$ cat config.mk
export PLATFORM = sky130hd
export DESIGN_NAME = rxm_error_mask
export DESIGN_NICKNAME = d
export VERILOG_FILES = /design/src/logic/rxm_pkg.sv /design/src/logic/rxm_error_mask.sv /design/src/logic/rxm_buffer.sv
export SDC_FILE = /design/constraint.sdc
export NUM_CORES = 1
export LEC_CHECK = 0
export ABC_AREA = 1
export BUFFER_PORTS_ARGS = -buffer_cell sky130_fd_sc_hd__buf_2
export CAP_MARGIN = 40
export CORE_MARGIN = 1
export CORE_UTILIZATION = 42
export DETAILED_ROUTE_END_ITERATION = 12
export PLACE_DENSITY = 0.81
export REMOVE_ABC_BUFFERS = 1
export SETUP_SLACK_MARGIN = 0.02
export SYNTH_ARGS = -nofsm -noshare
export SYNTH_HDL_FRONTEND = slang
export SYNTH_SLANG_ARGS = --single-unit
$ cat constraint.sdc
create_clock -name ref_clk -period 1.5 [get_ports ref_clk]
set_input_delay 0.075 -clock ref_clk [delete_from_list [all_inputs] [get_ports ref_clk]]
set_output_delay 0.075 -clock ref_clk [all_outputs]
set_load 0.01 [all_outputs]
$ cat src/logic/rxm_pkg.sv
// Constants, field layout and carrier types for the receive error mask block
package rxm_pkg;

  // Register bus geometry
  localparam int unsigned ADDR_W = 8;
  localparam int unsigned DATA_W = 32;
  localparam int unsigned REG_W  = 16;

  // Byte address of the loopback, bypass and error mask register
  localparam logic [ADDR_W-1:0] ADDR_MASK_REG = 8'h18;

  // Field positions
  localparam int unsigned BIT_PKT_EN    = 1;
  localparam int unsigned BIT_LINK_EN   = 2;
  localparam int unsigned BIT_PE_SEL    = 3;
  localparam int unsigned BIT_CODE_SEL  = 4;
  localparam int unsigned BIT_LTD       = 5;
  localparam int unsigned BIT_ALT_SENSE = 6;
  localparam int unsigned BIT_ALIGN_BYP = 12;

  // Reset value and writable bits (bit 0 is reserved, never stored)
  localparam logic [REG_W-1:0] REG_RESET = 16'h0020;
  localparam logic [REG_W-1:0] REG_WMASK = 16'h107e;

  // Substitute nibbles
  localparam logic [3:0] NIB_CODE_SET = 4'h5;
  localparam logic [3:0] NIB_DEFAULT  = 4'h6;
  localparam logic [3:0] NIB_PE_SET   = 4'h4;
  localparam logic [3:0] NIB_LINK     = 4'h3;
  localparam logic [3:0] NIB_PKT      = 4'h2;

  // Bus responses
  localparam logic [1:0] RESP_OKAY   = 2'h0;
  localparam logic [1:0] RESP_SLVERR = 2'h2;

  // Buffer depth
  localparam int unsigned BUF_DEPTH = 2;

  // One received symbol from the decoder, with its error flags
  typedef struct packed {
    logic [3:0] data;
    logic       dv;
    logic       code_err;
    logic       link_err;
    logic       pkt_timeout;
    logic       idle;
    logic       esd_t;
    logic       esd_r;
  } rxm_sym_type;

  // One nibble toward the MAC
  typedef struct packed {
    logic [3:0] rxd;
    logic       rx_er;
    logic       rx_dv;
  } rxm_mii_type;

  // Premature end tracking
  typedef enum logic [1:0] {
    PE_OUTSIDE,
    PE_FRAME,
    PE_GOT_T
  } rxm_pe_state_type;

endpackage

$ cat src/logic/rxm_error_mask.sv
// Receive error mask, carrier sense and loopback transmit control block
//
// Contract
// RQ1 - Alternate bit set, full duplex: carrier sense follows own transmit only.
// RQ2 - Alternate bit clear, full duplex: carrier sense follows line reception only.
// RQ3 - Transmit-disable bit set (reset value): line transmit off during loopback.
// RQ4 - Transmit-disable bit clear: line transmit stays driven during loopback.
// RQ5 - Software clears transmit-disable before selecting transceiver loopback.
// RQ6 - Code error: error flag high, nibble 5h if select set, else 6h.
// RQ7 - Premature end: error flag high, nibble 4h if select set, else 6h.
// RQ8 - Two idles inside a frame before the end delimiter mean premature end.
// RQ9 - Link error enable set: nibble 3h with error flag; clear: data unchanged.
// RQ10 - Packet error enable set: nibble 2h with error flag; clear: unchanged.
// RQ11 - Software writes zero to bit 0 and ignores its read value.
// RQ12 - Alignment bypass set: receive nibble and error flag never modified.
// RQ13 - Substitution rides on the same cycle as the affected symbol.
//
// Our own choice: the AXI4-Lite slave port.
`timescale 1ns/1ns
`default_nettype none
module rxm_error_mask
  import rxm_pkg::*;
(
  input  wire logic              ref_clk,
  input  wire logic              reset,
  // AXI4-Lite slave
  input  wire logic [ADDR_W-1:0] s_axi_awaddr,
  input  wire logic              s_axi_awvalid,
  output logic                   s_axi_awready,
  input  wire logic [DATA_W-1:0] s_axi_wdata,
  input  wire logic [3:0]        s_axi_wstrb,
  input  wire logic              s_axi_wvalid,
  output logic                   s_axi_wready,
  output logic [1:0]             s_axi_bresp,
  output logic                   s_axi_bvalid,
  input  wire logic              s_axi_bready,
  input  wire logic [ADDR_W-1:0] s_axi_araddr,
  input  wire logic              s_axi_arvalid,
  output logic                   s_axi_arready,
  output logic [DATA_W-1:0]      s_axi_rdata,
  output logic [1:0]             s_axi_rresp,
  output logic                   s_axi_rvalid,
  input  wire logic              s_axi_rready,
  // Link state
  input  wire logic              full_duplex,
  input  wire logic              speed_10,
  input  wire logic              loopback_active,
  input  wire logic              tx_active,
  input  wire logic              fast_rx_active,
  input  wire logic              slow_line_receive_active,
  output logic                   carrier_sense,
  output logic                   line_transmit_pair_enable,
  // Decoded receive symbols
  input  wire rxm_sym_type       sym_in,
  input  wire logic              sym_valid,
  output logic                   sym_ready,
  // Toward the MAC
  output rxm_mii_type            mii_out,
  output logic                   mii_valid,
  input  wire logic              mii_ready
);

  logic [REG_W-1:0]  loopback_bypass_rx_error_mask_reg;
  logic              aw_got_reg;
  logic              w_got_reg;
  logic [ADDR_W-1:0] awaddr_reg;
  logic [REG_W-1:0]  wdata_reg;
  logic [1:0]        wstrb_reg;
  logic              bvalid_reg;
  logic [1:0]        bresp_reg;
  logic              rvalid_reg;
  logic [1:0]        rresp_reg;
  logic [DATA_W-1:0] rdata_reg;
  logic              commit;
  logic [REG_W-1:0]  merged;
  logic              alternate_carrier_sense;
  logic              loopback_transmit_disable;
  logic              code_value_select;
  logic              premature_end_value_select;
  logic              link_error_report_enable;
  logic              packet_error_report_enable;
  logic              symbol_alignment_bypass;
  logic              carrier_sense_reg;
  logic              line_tx_en_reg;
  logic              rx_line_active;
  logic              carrier_next;
  rxm_pe_state_type  pe_state_reg;
  logic              idle_seen_reg;
  logic              accept;
  logic              pe_hit;
  rxm_mii_type       mapped;

  // Field decode
  assign alternate_carrier_sense =
    loopback_bypass_rx_error_mask_reg[BIT_ALT_SENSE];
  assign loopback_transmit_disable =
    loopback_bypass_rx_error_mask_reg[BIT_LTD];
  assign code_value_select =
    loopback_bypass_rx_error_mask_reg[BIT_CODE_SEL];
  assign premature_end_value_select =
    loopback_bypass_rx_error_mask_reg[BIT_PE_SEL];
  assign link_error_report_enable =
    loopback_bypass_rx_error_mask_reg[BIT_LINK_EN];
  assign packet_error_report_enable =
    loopback_bypass_rx_error_mask_reg[BIT_PKT_EN];
  assign symbol_alignment_bypass =
    loopback_bypass_rx_error_mask_reg[BIT_ALIGN_BYP];

  // Write channel handshakes; each side held until the write commits
  assign s_axi_awready = !aw_got_reg && !bvalid_reg;
  assign s_axi_wready  = !w_got_reg && !bvalid_reg;
  assign s_axi_bvalid  = bvalid_reg;
  assign s_axi_bresp   = bresp_reg;
  assign commit        = aw_got_reg && w_got_reg && !bvalid_reg;

  // Address and data captured independently, either order
  always_ff @(posedge ref_clk or posedge reset) begin
    if (reset) begin
      aw_got_reg <= 1'b0;
      w_got_reg  <= 1'b0;
      awaddr_reg <= '0;
      wdata_reg  <= '0;
      wstrb_reg  <= 2'h0;
    end else begin
      if (s_axi_awvalid && s_axi_awready) begin
        aw_got_reg <= 1'b1;
        awaddr_reg <= s_axi_awaddr;
      end else if (commit) begin
        aw_got_reg <= 1'b0;
      end
      if (s_axi_wvalid && s_axi_wready) begin
        w_got_reg <= 1'b1;
        wdata_reg <= s_axi_wdata[REG_W-1:0];
        wstrb_reg <= s_axi_wstrb[1:0];
      end else if (commit) begin
        w_got_reg <= 1'b0;
      end
    end
  end

  // Byte lanes merged over the stored value
  always_comb begin
    merged = loopback_bypass_rx_error_mask_reg;
    if (wstrb_reg[0]) begin
      merged[7:0] = wdata_reg[7:0];
    end
    if (wstrb_reg[1]) begin
      merged[15:8] = wdata_reg[15:8];
    end
  end

  // Register store; reserved and unused bits never stored
  always_ff @(posedge ref_clk or posedge reset) begin
    if (reset) begin
      loopback_bypass_rx_error_mask_reg <= REG_RESET; // RQ3
    end else if (commit && awaddr_reg == ADDR_MASK_REG) begin
      loopback_bypass_rx_error_mask_reg <= merged & REG_WMASK; // RQ11
    end
  end

  // Write response; unmapped address answers with slave error
  always_ff @(posedge ref_clk or posedge reset) begin
    if (reset) begin
      bvalid_reg <= 1'b0;
      bresp_reg  <= RESP_OKAY;
    end else if (commit) begin
      bvalid_reg <= 1'b1;
      bresp_reg  <= (awaddr_reg == ADDR_MASK_REG) ? RESP_OKAY
                                                  : RESP_SLVERR;
    end else if (s_axi_bready) begin
      bvalid_reg <= 1'b0;
    end
  end

  // Read channel; one read in flight, bit 0 reads as zero
  assign s_axi_arready = !rvalid_reg;
  assign s_axi_rvalid  = rvalid_reg;
  assign s_axi_rresp   = rresp_reg;
  assign s_axi_rdata   = rdata_reg;

  always_ff @(posedge ref_clk or posedge reset) begin
    if (reset) begin
      rvalid_reg <= 1'b0;
      rresp_reg  <= RESP_OKAY;
      rdata_reg  <= '0;
    end else if (s_axi_arvalid && s_axi_arready) begin
      rvalid_reg <= 1'b1;
      if (s_axi_araddr == ADDR_MASK_REG) begin
        rresp_reg <= RESP_OKAY;
        rdata_reg <= {16'h0000, loopback_bypass_rx_error_mask_reg};
      end else begin
        rresp_reg <= RESP_SLVERR;
        rdata_reg <= '0;
      end
    end else if (s_axi_rready) begin
      rvalid_reg <= 1'b0;
    end
  end

  // Carrier sense; half duplex keeps both sources
  assign rx_line_active = speed_10 ? slow_line_receive_active
                                   : fast_rx_active;
  always_comb begin
    if (!full_duplex) begin
      carrier_next = tx_active || rx_line_active;
    end else if (alternate_carrier_sense) begin
      carrier_next = tx_active; // RQ1
    end else begin
      carrier_next = rx_line_active; // RQ2
    end
  end

  // Registered pin drivers, one cycle behind their causes
  always_ff @(posedge ref_clk or posedge reset) begin
    if (reset) begin
      carrier_sense_reg <= 1'b0;
      line_tx_en_reg    <= 1'b1;
    end else begin
      carrier_sense_reg <= carrier_next;
      // RQ3 RQ4; transceiver loopback relies on software, see RQ5
      line_tx_en_reg <= !(loopback_active && loopback_transmit_disable);
    end
  end
  assign carrier_sense             = carrier_sense_reg;
  assign line_transmit_pair_enable = line_tx_en_reg;

  // Symbols move only when the buffer has room
  assign accept = sym_valid && sym_ready;
  assign pe_hit = (pe_state_reg == PE_FRAME) && sym_in.idle &&
                  idle_seen_reg; // RQ8

  // Frame tracker for premature end detection
  always_ff @(posedge ref_clk or posedge reset) begin
    if (reset) begin
      pe_state_reg  <= PE_OUTSIDE;
      idle_seen_reg <= 1'b0;
    end else if (accept) begin
      case (pe_state_reg)
        PE_OUTSIDE: begin
          idle_seen_reg <= 1'b0;
          if (sym_in.dv && !sym_in.idle) begin
            pe_state_reg <= PE_FRAME;
          end
        end
        PE_FRAME: begin
          if (sym_in.esd_t) begin
            pe_state_reg  <= PE_GOT_T;
            idle_seen_reg <= 1'b0;
          end else if (pe_hit) begin
            pe_state_reg  <= PE_OUTSIDE; // RQ8
            idle_seen_reg <= 1'b0;
          end else begin
            idle_seen_reg <= sym_in.idle;
          end
        end
        PE_GOT_T: begin
          // T without R falls back into the frame
          pe_state_reg  <= sym_in.esd_r ? PE_OUTSIDE : PE_FRAME;
          idle_seen_reg <= sym_in.idle;
        end
        default: begin
          pe_state_reg  <= PE_OUTSIDE;
          idle_seen_reg <= 1'b0;
        end
      endcase
    end
  end

  // Error mapping, applied to the symbol it belongs to
  always_comb begin
    mapped.rxd   = sym_in.data;
    mapped.rx_er = 1'b0;
    mapped.rx_dv = sym_in.dv;
    if (symbol_alignment_bypass) begin
      mapped.rxd   = sym_in.data; // RQ12
      mapped.rx_er = 1'b0;
    end else if (sym_in.link_err && link_error_report_enable) begin
      mapped.rxd   = NIB_LINK; // RQ9 RQ13
      mapped.rx_er = 1'b1;
    end else if (sym_in.pkt_timeout && packet_error_report_enable) begin
      mapped.rxd   = NIB_PKT; // RQ10 RQ13
      mapped.rx_er = 1'b1;
    end else if (pe_hit) begin
      mapped.rxd   = premature_end_value_select ? NIB_PE_SET
                                                : NIB_DEFAULT; // RQ7
      mapped.rx_er = 1'b1;
    end else if (sym_in.code_err) begin
      mapped.rxd   = code_value_select ? NIB_CODE_SET
                                       : NIB_DEFAULT; // RQ6
      mapped.rx_er = 1'b1;
    end
  end

  // A stall by the MAC side reaches the symbol source
  rxm_buffer #(
    .WIDTH ($bits(rxm_mii_type))
  ) u_buffer (
    .ref_clk   (ref_clk),
    .reset     (reset),
    .in_valid  (sym_valid),
    .in_ready  (sym_ready),
    .in_data   (mapped),
    .out_valid (mii_valid),
    .out_ready (mii_ready),
    .out_data  (mii_out)
  );
endmodule
`default_nettype wire

$ cat src/logic/rxm_buffer.sv
// Two-entry valid/ready buffer between the error mapper and the MAC side
`timescale 1ns/1ns
`default_nettype none
module rxm_buffer
  import rxm_pkg::*;
#(
  parameter int unsigned WIDTH = 6
) (
  input  wire logic             ref_clk,
  input  wire logic             reset,
  input  wire logic             in_valid,
  output logic                  in_ready,
  input  wire logic [WIDTH-1:0] in_data,
  output logic                  out_valid,
  input  wire logic             out_ready,
  output logic      [WIDTH-1:0] out_data
);

  logic [WIDTH-1:0] mem_reg [BUF_DEPTH];
  logic             wr_ptr_reg;
  logic             rd_ptr_reg;
  logic [1:0]       count_reg;
  logic             push;
  logic             pop;

  // Full and empty straight from the occupancy count
  assign in_ready  = (count_reg != 2'(BUF_DEPTH));
  assign out_valid = (count_reg != 2'h0);
  assign out_data  = mem_reg[rd_ptr_reg];
  assign push      = in_valid && in_ready;
  assign pop       = out_valid && out_ready;

  // Storage, written at the write index
  always_ff @(posedge ref_clk or posedge reset) begin
    if (reset) begin
      mem_reg[0] <= '0;
      mem_reg[1] <= '0;
    end else if (push) begin
      mem_reg[wr_ptr_reg] <= in_data;
    end
  end

  // Pointers and count; push and pop may share a cycle
  always_ff @(posedge ref_clk or posedge reset) begin
    if (reset) begin
      wr_ptr_reg <= 1'b0;
      rd_ptr_reg <= 1'b0;
      count_reg  <= 2'h0;
    end else begin
      if (push) begin
        wr_ptr_reg <= ~wr_ptr_reg;
      end
      if (pop) begin
        rd_ptr_reg <= ~rd_ptr_reg;
      end
      if (push && !pop) begin
        count_reg <= count_reg + 2'h1;
      end else if (pop && !push) begin
        count_reg <= count_reg - 2'h1;
      end
    end
  end

endmodule
`default_nettype wire

==> out/qor.tcl <==
set qor(globalplace.congestion) 0.787
set qor(dp_slack_ns) -0.0175
set qor(comb_power_share_pct) 34.0
set qor(setup_viol) 0
set qor(final.setup.tns_ns) 0
set qor(seqPwrFrac_pct) 43.5
set qor(path_delay_family) {simple AND/OR/NAND/NOR gates}
set qor(timing.critical_path.buf_inv) 1
set qor(holdPathStages) 3
set qor(final_min_period_over_clock_period_pct) 93.3
set qor(worstHoldStart) {s_axi_arvalid}
set qor(maximum_ir_drop_on_the_vdd_rail_mv) 1.07
set qor(crit_path_end_kind) {flop}
set qor(row_count) 29
set qor(post_synth_num_cell_types) 33
set qor(cts_tree) {built}
set qor(cts_sinks) 58
set qor(num_io_pins) 129
set qor(post_route_ant_nets) 0
set qor(finish.net_count) 511
set qor(critPathSlowestCell) {dfrtp_1}
set qor(number_of_antenna_violations_at_the_first_check_in_global_routing) 0
set qor(ff2ff_setup_slack_ns) 0.10
set qor(clock_power_share_pct) 22.5
set qor(final-seq-area_sq_um) 1460
set qor(crit_path_max_fanout) 4
set qor(critical_path.max_stage_delay_ns) 0.41
set qor(slew_violations) 0
set qor(drive_above_1_share_pct) 31.4
set qor(multi_input_area_sq_um) 1190
set qor(final_period_minus_worst_setup_slack_ns) 1.40
set qor(clock-root-buffer) {clkbuf_8}
set qor(dp_cell_count) 469
set qor(cts-root-to-sink-buffers) 2
set qor(synthArstFlopShare_pct) 100
set qor(worst_hold_path.endpoint) {s_axi_rresp[1]}
set qor(r2r.worst_path.cells) 9
set qor(fin_util_pct) 57.4
set qor(ys_ff_latch) 58
set qor(synth_top_flop_cell) {dfrtp_1}
set qor(met1Wirelength_mm) 2.50
set qor(hold_path_class) {input pin to flop}
set qor(fp.dieW_um) 84.3
set qor(crit-reg2reg-capture) {u_buffer.mem_reg[11]}
set qor(die_height_um) 84.3
set qor(synth-seq-area-share_pct) 51.1
set qor(skew_ns) 0.0111
set qor(wire_length_of_the_first_global_routing_pass_mm) 10.2
set qor(finalWirelength_mm) 5.91
set qor(largest_reg_flops) 12
set qor(instances_no_fill) 510
set qor(grt_setup_unrepaired) {no}
set qor(floorplan.initialDensity_pct) 44.1
set qor(num_vias) 2357
set qor(worstSetupStartpointType) {flop}
set qor(maximum_clock_frequency_mhz) 714
set qor(routed_wire_length_per_instance_um) 11.6
set qor(violations) {DRC}
set qor(dieArea_sq_um) 7110
set qor(pwr_density_cell_nw_per_um2) 1540
set qor(grt.overflow.total) 0
set qor(fin_ws_ns) 0.100
set qor(warnings_from_yosys) 0
set qor(most_repeated_library_cell_on_the_critical_path) {nand2_1}
set qor(clk-insertion-delay-late_ns) 0.35
set qor(path_class) {flop to flop}
set qor(filler_cell_count) 580
set qor(layout-area-overhead-vs-synth_pct) 30.3
set qor(routed.top_layer) {met4}
set qor(syn-mean-instance-area_sq_um) 9.00
set qor(status) {complete, but fails checks}
set qor(power_switching_w) 0.00209
set qor(clk_pin_slew_ns) 0.06
set qor(total_cts_buffers) 9
set qor(num_antenna_cells) 0
set qor(synth-edff-count) 0
set qor(grt.total_usage_pct) 18.3
set qor(portBuffers) 74
set qor(max_cap_violations) 0
set qor(power.switching_fraction_pct) 36.5
set qor(drt_iter0_markers) 96
set qor(drt-pass1-iter-count) 9
set qor(routed_vias_inst) 4.62
set qor(r2r-start) {pe_state_reg[1]}
set qor(wl_met2_mm) 2.98
set qor(first_global_vias) 2347
set qor(design.core.area_sq_um) 6460
set qor(crit_chain) {inv_1, ha_1, nand3_2, nand2_1, nand2_1, nand2_1, nor2_2, nand2_1, nand2_1}
set qor(ctsHtreeMaxLevel) 3
set qor(cp_data_arrival_time_ns) 1.63
set qor(route.met3.wl_um) 331
set qor(leakage_nw) 1.98
set qor(drc_errors) 20
set qor(cp.required_ns) 1.73
set qor(synth_area_sq_um) 2850
set qor(grt_start_max_net_pins) 27
set qor(synth_cells) 316
set qor(final_hpwl_dp_mm) 4.30
set qor(hold_violations) 0
set qor(p_int_w) 0.00363
[logic make-up after synthesis]
group	Yosys count	share of synthesized area, %
other cells	1	0.132
mux	15	5.94
flops	58	51.1
simple gates	150	23.4
compound gates	25	4.75
xor+xnor	3	0.924
fa+ha+maj	5	2.20
buf+inv	59	11.6
[power by group through the flow]
stage,registers (W),logic [W],clock network [W]
finish,0.00249,0.00194,0.00129
detailed placement,0.00252,0.00183,0
global placement,0.00247,0.00176,0
floorplan,0.00242,0.00129,0
global route,0.00256,0.00221,0.00139
CTS,0.00249,0.00189,0.00132
[cell usage in the layout (no fill, tap or decap), types with 2 or more instances in the layout]
cell type        n
nand2_1        105
buf_2           74
dfrtp_1         55
conb_1          27
inv_1           25
dlygate4sd3_1   23
mux2_2          15
o21ai_0         14
nor2_1          10
clkbuf_8        10
nand4_1          9
nand3_1          8
buf_4            7
nand2_2          5
a21oi_1          5
ha_1             4
nor2_4           3
inv_2            3
clkinvlp_4       3
nand3_2          2
nand3b_1         2
nor2_2           2
xor2_1           2
clkinv_2         2
dfstp_2          2
[cell usage after synthesis (4+ instances only)]
cell / n / area share [%]
nand2_1: 106 / 14
nor2_1: 11 / 1.5
a21oi_1: 5 / 0.88
inv_1: 27 / 3.6
buf_4: 28 / 7.4
mux2_2: 15 / 5.9
nand2_2: 4 / 0.88
dfrtp_1: 56 / 49
o21ai_0: 15 / 2.6
nand4_1: 9 / 2.0
nand3_1: 9 / 1.6
ha_1: 5 / 2.2
[metal layers]
| layer | GRT usage (%) | vias up |
|---|---|---|
| met5 | 0 | - |
| met2 | 32.6 | 84 |
| met1 | 20.7 | 1090 |
| met4 | 7.05 | 0 |
| met3 | 5.41 | 11 |
| li1 | - | 1172 |
[area by class of cell]
class / instances / area share, %
Clock inverter: 6 / 1.11
Multi-Input combinational cell: 225 / 32.1
Timing Repair Buffer: 105 / 18.2
Clock buffer: 10 / 3.71
Tap cell: 77 / 2.60
Inverter: 29 / 3.00
Sequential cell: 58 / 39.3
[worst max path at each step]
stage / from / endpoint / slack [ns] / cells past startpoint
final: pe_state_reg[1] / u_buffer.mem_reg[11] / 0.10 / 9
after global placement: u_buffer.count_reg[0] / u_buffer.count_reg[1] / 0.05 / 8
after floorplan: u_buffer.count_reg[0] / u_buffer.count_reg[1] / -0.02 / 8
after global routing: pe_state_reg[1] / u_buffer.mem_reg[2] / 0.007 / 9
after detailed placement: u_buffer.count_reg[0] / u_buffer.count_reg[1] / -0.02 / 8
after CTS: pe_state_reg[1] / u_buffer.mem_reg[10] / 0.02 / 8
[worst reg2reg max path: stages (launching register included)]
cell and delay (ns):
dfrtp_1 0.41, inv_1 0.10, ha_1 0.20, nand3_2 0.12, nand2_1 0.07, nand2_1 0.11
nand2_1 0.14, nor2_2 0.05, nand2_1 0.05, nand2_1 0.05
[repair_timing]
action	in CTS	in global routing
gates resized for setup	2	8
hold buffers	23	0
endpoints found under the setup margin	1	15
buffers inserted	0	2
hold endpoints to repair	40	0
[per-stage QoR]
step	total power (W)	hold WS [ns]	area [sq um]
floorplan	0.00371	0.118	2730
global placement	0.00423	0.0991	3250
detailed placement	0.00435	0.108	3250
CTS	0.00570	0.00974	3660
global route	0.00616	0.0152	3710
finish	0.00572	0.0222	3710
Note: power is estimated with default switching activity, not from simulation.
